`src/inc/mps_pkg.sv`:
```
// Constants shared by the multiprobe statistics sync block
package mps_pkg;

    // Clock rate in MHz
    localparam int MPS_CLK_MHZ = 250;
    // LED flash half period in ms
    localparam int MPS_FLASH_HALF_MS = 250;
    // Cycles per flash half period, rounded down
    localparam int MPS_FLASH_CYC = MPS_FLASH_HALF_MS * 1000 * MPS_CLK_MHZ;
    localparam int MPS_FLASH_W = 26;

    // Register offsets
    localparam logic [3:0] MPS_REG_CTRL = 4'h0;
    localparam logic [3:0] MPS_REG_STAT = 4'h4;
    localparam logic [3:0] MPS_REG_TRIG = 4'h8;
    localparam logic [3:0] MPS_REG_SNAPCNT = 4'hC;

    // Control field positions
    localparam int MPS_CTRL_MASTER = 0;
    localparam int MPS_CTRL_COLLECT = 1;
    localparam int MPS_CTRL_SNAP = 2;
    localparam int MPS_CTRL_SE_OUT = 3;
    localparam int MPS_CTRL_DF_OUT = 4;
    localparam int MPS_CTRL_SE_VAL = 5;
    localparam int MPS_CTRL_DF_VAL = 6;
    localparam logic [31:0] MPS_CTRL_RESET = 32'h0000_0000;

    // Collection states for master and slave, Gray coded
    typedef enum logic [1:0] {
        MPS_IDLE = 2'b00,
        MPS_RUN = 2'b01,
        MPS_SNAP = 2'b11
    } mps_state_t;

endpackage

```
`src/rtl/mps_sync2.sv`:
```
// Two flip-flop level synchroniser
`timescale 1ns/1ns
module mps_sync2 (
    input wire logic ref_clk,
    input wire logic nrst,
    input wire logic din,
    output logic dout
);
    // First stage, read only by the second
    logic meta_q;

    // Shift the level through two stages
    always_ff @(posedge ref_clk or negedge nrst) begin
        if (!nrst) begin
            meta_q <= 1'b0;
            dout <= 1'b0;
        end else begin
            meta_q <= din;
            dout <= meta_q;
        end
    end
endmodule

```
`src/rtl/mps_stats_sync.sv`:
```
// Multiprobe statistics sync: role, enable, snapshot, LED and triggers
`timescale 1ns/1ns
module mps_stats_sync
    import mps_pkg::*;
(
    input wire logic ref_clk,
    input wire logic nrst,
    input wire logic [3:0] reg_addr,
    input wire logic [31:0] reg_wdata,
    input wire logic reg_wr,
    input wire logic reg_rd,
    output logic [31:0] reg_rdata,
    input wire logic link_en_in,
    output logic link_en_out,
    output logic link_en_oe,
    input wire logic link_snap_in,
    output logic link_snap_out,
    output logic link_snap_oe,
    output logic link_role_master,
    input wire logic link_peer_master,
    input wire logic trig_se_in,
    output logic trig_se_out,
    output logic trig_se_oe,
    input wire logic trig_dp_in,
    input wire logic trig_dn_in,
    output logic trig_dp_out,
    output logic trig_dn_out,
    output logic trig_df_oe,
    output logic role_led,
    output logic collect_active,
    output logic snap_pulse
);
    // Control register and its next value
    logic [31:0] ctrl_q;
    logic [31:0] ctrl_d;
    // Snapshot counter
    logic [15:0] snapcnt_q;
    // Flash divider and phase
    logic [MPS_FLASH_W-1:0] flash_cnt_q;
    logic flash_q;
    // Collection state, both roles
    mps_state_t state_q;
    mps_state_t state_d;
    // Synchronised link lines
    logic en_s;
    logic snap_s;
    logic peer_s;
    logic tse_s;
    logic tdf_s;
    logic snap_s_q;
    // Trigger edge sticky flags
    logic tse_seen_q;
    logic tdf_seen_q;
    logic tse_s_q;
    logic tdf_s_q;

    // Named control fields
    wire is_master = ctrl_q[MPS_CTRL_MASTER];
    wire m_collect = ctrl_q[MPS_CTRL_COLLECT];
    wire m_snap = ctrl_q[MPS_CTRL_SNAP];
    wire wr_ctrl = reg_wr && (reg_addr == MPS_REG_CTRL);
    wire wr_trig = reg_wr && (reg_addr == MPS_REG_TRIG);
    wire diff_rx = trig_dp_in & ~trig_dn_in;
    wire tse_rise = tse_s & ~tse_s_q;
    wire tdf_rise = tdf_s & ~tdf_s_q;
    // Enable seen by this unit: own command as master, link as slave
    wire collect_now = is_master ? m_collect : en_s;
    wire snap_rise = is_master ? 1'b0 : (snap_s & ~snap_s_q);
    wire flash_wrap = (flash_cnt_q == MPS_FLASH_W'(MPS_FLASH_CYC - 1));

    // Synchronisers for every incoming link line
    mps_sync2 u_sync_en (.ref_clk(ref_clk), .nrst(nrst),
        .din(link_en_in), .dout(en_s));
    mps_sync2 u_sync_snap (.ref_clk(ref_clk), .nrst(nrst),
        .din(link_snap_in), .dout(snap_s));
    mps_sync2 u_sync_peer (.ref_clk(ref_clk), .nrst(nrst),
        .din(link_peer_master), .dout(peer_s));
    mps_sync2 u_sync_tse (.ref_clk(ref_clk), .nrst(nrst),
        .din(trig_se_in), .dout(tse_s));
    mps_sync2 u_sync_tdf (.ref_clk(ref_clk), .nrst(nrst),
        .din(diff_rx), .dout(tdf_s));

    // Control write; snapshot bit is self clearing
    always_comb begin
        ctrl_d = ctrl_q;
        ctrl_d[MPS_CTRL_SNAP] = 1'b0;
        if (wr_ctrl) begin
            ctrl_d = reg_wdata;
        end
    end

    // Collection state machine for master and slave
    always_comb begin
        state_d = state_q;
        case (state_q)
            MPS_IDLE: begin
                if (collect_now) begin
                    state_d = MPS_RUN;
                end
            end
            MPS_RUN: begin
                if (!collect_now) begin
                    state_d = MPS_IDLE;
                end else if (snap_rise || (is_master && m_snap)) begin
                    state_d = MPS_SNAP;
                end
            end
            MPS_SNAP: begin
                state_d = collect_now ? MPS_RUN : MPS_IDLE;
            end
            default: begin
                state_d = MPS_IDLE;
            end
        endcase
    end

    // Register control, state and the delayed snapshot line
    always_ff @(posedge ref_clk or negedge nrst) begin
        if (!nrst) begin
            ctrl_q <= MPS_CTRL_RESET;
            state_q <= MPS_IDLE;
            snap_s_q <= 1'b0;
        end else begin
            ctrl_q <= ctrl_d;
            state_q <= state_d;
            snap_s_q <= snap_s;
        end
    end

    // Snapshot counter counts captures
    always_ff @(posedge ref_clk or negedge nrst) begin
        if (!nrst) begin
            snapcnt_q <= 16'h0000;
            snap_pulse <= 1'b0;
        end else begin
            snap_pulse <= (state_d == MPS_SNAP);
            if (state_d == MPS_SNAP) begin
                snapcnt_q <= snapcnt_q + 16'h0001;
            end
        end
    end

    // Enable and snapshot lines are driven only by the master
    always_ff @(posedge ref_clk or negedge nrst) begin
        if (!nrst) begin
            link_en_out <= 1'b0;
            link_en_oe <= 1'b0;
            link_snap_out <= 1'b0;
            link_snap_oe <= 1'b0;
            link_role_master <= 1'b0;
            collect_active <= 1'b0;
        end else begin
            link_en_out <= is_master && m_collect;
            link_en_oe <= is_master;
            link_snap_out <= is_master && m_snap;
            link_snap_oe <= is_master;
            link_role_master <= is_master;
            collect_active <= collect_now;
        end
    end

    // Flash divider for the master LED
    always_ff @(posedge ref_clk or negedge nrst) begin
        if (!nrst) begin
            flash_cnt_q <= '0;
            flash_q <= 1'b0;
        end else if (flash_wrap) begin
            flash_cnt_q <= '0;
            flash_q <= ~flash_q;
        end else begin
            flash_cnt_q <= flash_cnt_q + 1'b1;
        end
    end

    // Role LED: flash as master, collection state as slave
    always_ff @(posedge ref_clk or negedge nrst) begin
        if (!nrst) begin
            role_led <= 1'b0;
        end else if (is_master) begin
            role_led <= flash_q;
        end else begin
            role_led <= collect_now;
        end
    end

    // Trigger ports, each with its own direction and value
    always_ff @(posedge ref_clk or negedge nrst) begin
        if (!nrst) begin
            trig_se_out <= 1'b0;
            trig_se_oe <= 1'b0;
            trig_dp_out <= 1'b0;
            trig_dn_out <= 1'b1;
            trig_df_oe <= 1'b0;
            tse_s_q <= 1'b0;
            tdf_s_q <= 1'b0;
            tse_seen_q <= 1'b0;
            tdf_seen_q <= 1'b0;
        end else begin
            trig_se_oe <= ctrl_q[MPS_CTRL_SE_OUT];
            trig_se_out <= ctrl_q[MPS_CTRL_SE_VAL];
            trig_df_oe <= ctrl_q[MPS_CTRL_DF_OUT];
            trig_dp_out <= ctrl_q[MPS_CTRL_DF_VAL];
            trig_dn_out <= ~ctrl_q[MPS_CTRL_DF_VAL];
            tse_s_q <= tse_s;
            tdf_s_q <= tdf_s;
            // Rising edge sets, write one clears; set wins
            tse_seen_q <= tse_rise |
                (tse_seen_q & ~(wr_trig & reg_wdata[0]));
            tdf_seen_q <= tdf_rise |
                (tdf_seen_q & ~(wr_trig & reg_wdata[1]));
        end
    end

    // Read data, valid the cycle after the read strobe
    wire [31:0] stat_word = {26'h000_0000, peer_s, tdf_s, tse_s,
        state_q, collect_now};
    wire [31:0] rd_mux =
        (reg_addr == MPS_REG_CTRL) ? ctrl_q :
        (reg_addr == MPS_REG_STAT) ? stat_word :
        (reg_addr == MPS_REG_TRIG) ? {30'h0000_0000, tdf_seen_q,
            tse_seen_q} :
        (reg_addr == MPS_REG_SNAPCNT) ? {16'h0000, snapcnt_q} :
        32'h0000_0000;

    always_ff @(posedge ref_clk or negedge nrst) begin
        if (!nrst) begin
            reg_rdata <= 32'h0000_0000;
        end else if (reg_rd) begin
            reg_rdata <= rd_mux;
        end else begin
            reg_rdata <= 32'h0000_0000;
        end
    end
endmodule

```
`config.mk`:
```
export PLATFORM = sky130hd
export DESIGN_NAME = mps_stats_sync
export DESIGN_NICKNAME = d
export VERILOG_FILES = /design/src/inc/mps_pkg.sv /design/src/rtl/mps_sync2.sv /design/src/rtl/mps_stats_sync.sv
export SDC_FILE = /design/constraint.sdc
export NUM_CORES = 1
export LEC_CHECK = 0
export BUFFER_PORTS_ARGS = -buffer_cell sky130_fd_sc_hd__buf_4
export CORE_MARGIN = 3
export CORE_UTILIZATION = 45
export DETAILED_ROUTE_END_ITERATION = 12
export MAX_ROUTING_LAYER = met4
export PLACE_DENSITY = 0.76
export SETUP_SLACK_MARGIN = 0.4
export SLEW_MARGIN = 40
export SYNTH_ARGS = -nofsm -noshare
export SYNTH_HDL_FRONTEND = slang
export SYNTH_SLANG_ARGS = --single-unit
```
`constraint.sdc`:
```
create_clock -name ref_clk -period 4.4 [get_ports ref_clk]
set_clock_uncertainty 0.2 [all_clocks]
set_input_delay 0.88 -clock ref_clk [delete_from_list [all_inputs] [get_ports ref_clk]]
set_output_delay 0.88 -clock ref_clk [all_outputs]
set_load 0.005 [all_outputs]
```
==> impl_metrics.csv <==
group,metric,value,unit
outcome,status,"completed",
place,gp_congestion,0.856,
critical_path,crit_fanout,18,
synthesis,ys_types,44,
job,maxCapViolations,0,
die,ios,91,
timing,rsz0062_at_grt,"no",
synthesis,ys_warn_count,0,
clocking,path_clk_slew,0.06,ns
die,fp.dieW,114,um
timing,setup_viol,0,
critical_path,cp_common_cell,"buf_4",
clocking,post-cts-setup-buffers,0,
grt,grt_pass1_vias,3661,
die,dieHeight,114,um
timing,finalCritPeriodShare,0.588,
detailed_routing,wl_per_cell,17.2,um
die,core_area,0.0111,mm^2
critical_path,cp_slowest_cell,"nand2_1",
grt,grt.total_usage,0.189,
detailed_routing,drc,0,
final_layout,fillers,898,
critical_path,ff2ff_path_depth,5,
synthesis,synth_area_leaders,"dfrtp_1, mux2_2, xnor2_1, and3_1, a22o_1",
grt,grt_max_degree,108,
critical_path,rrSetupSlack,2.00,ns
synthesis,synth-async-reset-ratio,1.00,
detailed_routing,drt_wl_total,11300,um
place,placed_area,0.00611,mm^2
timing,final_hold_viol_count,0,
critical_path,r2r_start,"flash_cnt_q[9]$_DFF_PN0_",
place,port-buffer-count,90,
synthesis,yosys.area.top_type,"dfrtp_1",
final_layout,nets,555,
critical_path,worst-path-buf-inv,3,
timing,slew-limit-headroom,0.494,
critical_path,crit_type,"in -> reg",
critical_path,startpoint_type,"input port",
synthesis,synth_edf_count,0,
timing,drv_slew,0,
timing,tns,0,ns
clocking,cts_made_buffers,17,
timing,min_period,2.59,ns
die,initial_core_util,0.473,
synthesis,synth_common_cells,"dfrtp_1, mux2_2, and3_1",
hold_path,holdCritPathClass,"in -> async",
timing,worst_pin_slew,0.756,ns
critical_path,cp.arrival,2.68,ns
clocking,clk_path_buf_depth,2,
synthesis,syn-num-nets,453,
grt,grt_pass1_wl,18600,um
power,vdd_drop_max,0.000418,V
synthesis,netlist_area,0.00526,mm^2
detailed_routing,antenna_left,0,
final_layout,layout-area-overhead-vs-synth,28.1,%
critical_path,crit_family,"buffers and inverters",
critical_path,endpoint_kind,"flop",
synthesis,synth-seq-cells,135,
clocking,cts.repair.resized,0,
final_layout,antenna_cells,0,
place,dpl.hpwl,7660,um
detailed_routing,vias_per_cell,5.38,
synthesis,avgSynthCellArea,13.0,um^2
critical_path,critPathRequiredTime,4.49,ns
final_layout,drive_above_1_share,0.329,
clocking,clkLatencyLatePin,0.41,ns
grt,grt_remaining_overflow,0,
synthesis,ys.flop_type,"dfrtp_1",
synthesis,synth_top_area_share,0.637,
die,rows,38,
final_layout,stdcell_area,0.00674,mm^2
critical_path,cp_cell_sequence,"buf_4 > nor4_2 > buf_4 > nand2_1 > buf_4 > mux2_2",
detailed_routing,via_count,3544,
clocking,cts_tree,"yes",
critical_path,reg2reg_to,"flash_cnt_q[13]$_DFF_PN0_",
timing,fmax,386,MHz
grt,antenna_found_initial,0,
clocking,cts-root-buf,"clkbuf_16",
clocking,cts.htree.levels,4,
detailed_routing,drt-initial-drc-count,194,
clocking,clock-sinks,135,
synthesis,synth_most_common_cell,"dfrtp_1",
clocking,cts-hold-fix-buffers,0,
critical_path,cp_slowest_stage_delay,0.45,ns
synthesis,yosysSeqAreaShare,0.642,
detailed_routing,drt_pass1_iterations,4,
power,p_leak,3.27,nW
die,die_area,0.0130,mm^2
power,pwr_density_cell,464,mW/mm^2
synthesis,syn-instance-count,405,
## layout by cell type (no fill, tap or decap), types with 11 or more instances in the layout
master / n
nand3_1: 16
clkbuf_16: 17
xnor2_1: 20
a21oi_1: 12
and3_1: 22
mux2_2: 33
nand2_1: 21
buf_4: 94
inv_1: 12
dfrtp_1: 134
nand4_1: 11
nor2_1: 18
## through the flow
step	worst slack (ns)	hold WS [ns]	std cells	util	total power [mW]
detailed placement	1.39	0.139	627	0.549	1.70
global route	1.72	0.143	659	0.606	3.24
finish	1.81	0.136	659	0.606	3.13
floorplan	1.91	0.131	405	-	1.55
CTS	1.81	0.152	658	0.603	3.15
global placement	1.45	0.134	627	0.548	1.68
## state kept, by name (all words and copies together), names as in the netlist, 2 cells and up
signal / count
ctrl_q: 32
flash_cnt_q: 26
reg_rdata: 32
snapcnt_q: 16
state_q: 2
## worst max path at each step
stage                                  end   startpoint  slack (ns)  cells after the start
detailed placement  ctrl_q[29]$_DFFE_PN0P_  reg_addr[1]        1.39                      6
CTS                 ctrl_q[29]$_DFFE_PN0P_  reg_addr[1]        1.81                      6
global route        ctrl_q[24]$_DFFE_PN0P_  reg_addr[3]        1.72                      6
floorplan            ctrl_q[0]$_DFFE_PN0P_  reg_addr[1]        1.91                      4
finish              ctrl_q[29]$_DFFE_PN0P_  reg_addr[1]        1.81                      6
global placement     ctrl_q[4]$_DFFE_PN0P_  reg_addr[1]        1.45                      6
## area by class of cell
class	count	area, um^2	share of cell area
well taps	140	175	0.0260
flip-flops and latches	135	3380	0.501
multi-input cells	245	1790	0.265
clock inverters	13	166	0.0247
inverters	12	45.0	0.00668
clock buffers	18	439	0.0651
repair buffers	96	748	0.111
## kinds of logic (layout without fill, tap and decap cells)
logic type,Yosys count,after routing,synth area share
fa+ha+maj,2,2,0.00475
xor+xnor,30,30,0.0499
simple gates,133,133,0.142
flops,135,135,0.642
mux,37,37,0.0782
buf+inv,25,139,0.0216
compound gates,43,43,0.0613
## per-layer routing
layer / wire length [um] / vias up / track usage
met5: 0 / - / -
met4: 119 / 0 / 0.0586
met3: 738 / 13 / 0.0486
met2: 5520 / 108 / 0.291
met1: 4960 / 1780 / 0.248
li1: - / 1643 / -
## where the power goes
part / internal, mW / switching, mW
clock: 0.910 / 0.543
sequential: 1.35 / 0.0750
combinational: 0.142 / 0.107
No activity file was read; power rests on OpenSTA's default activity.
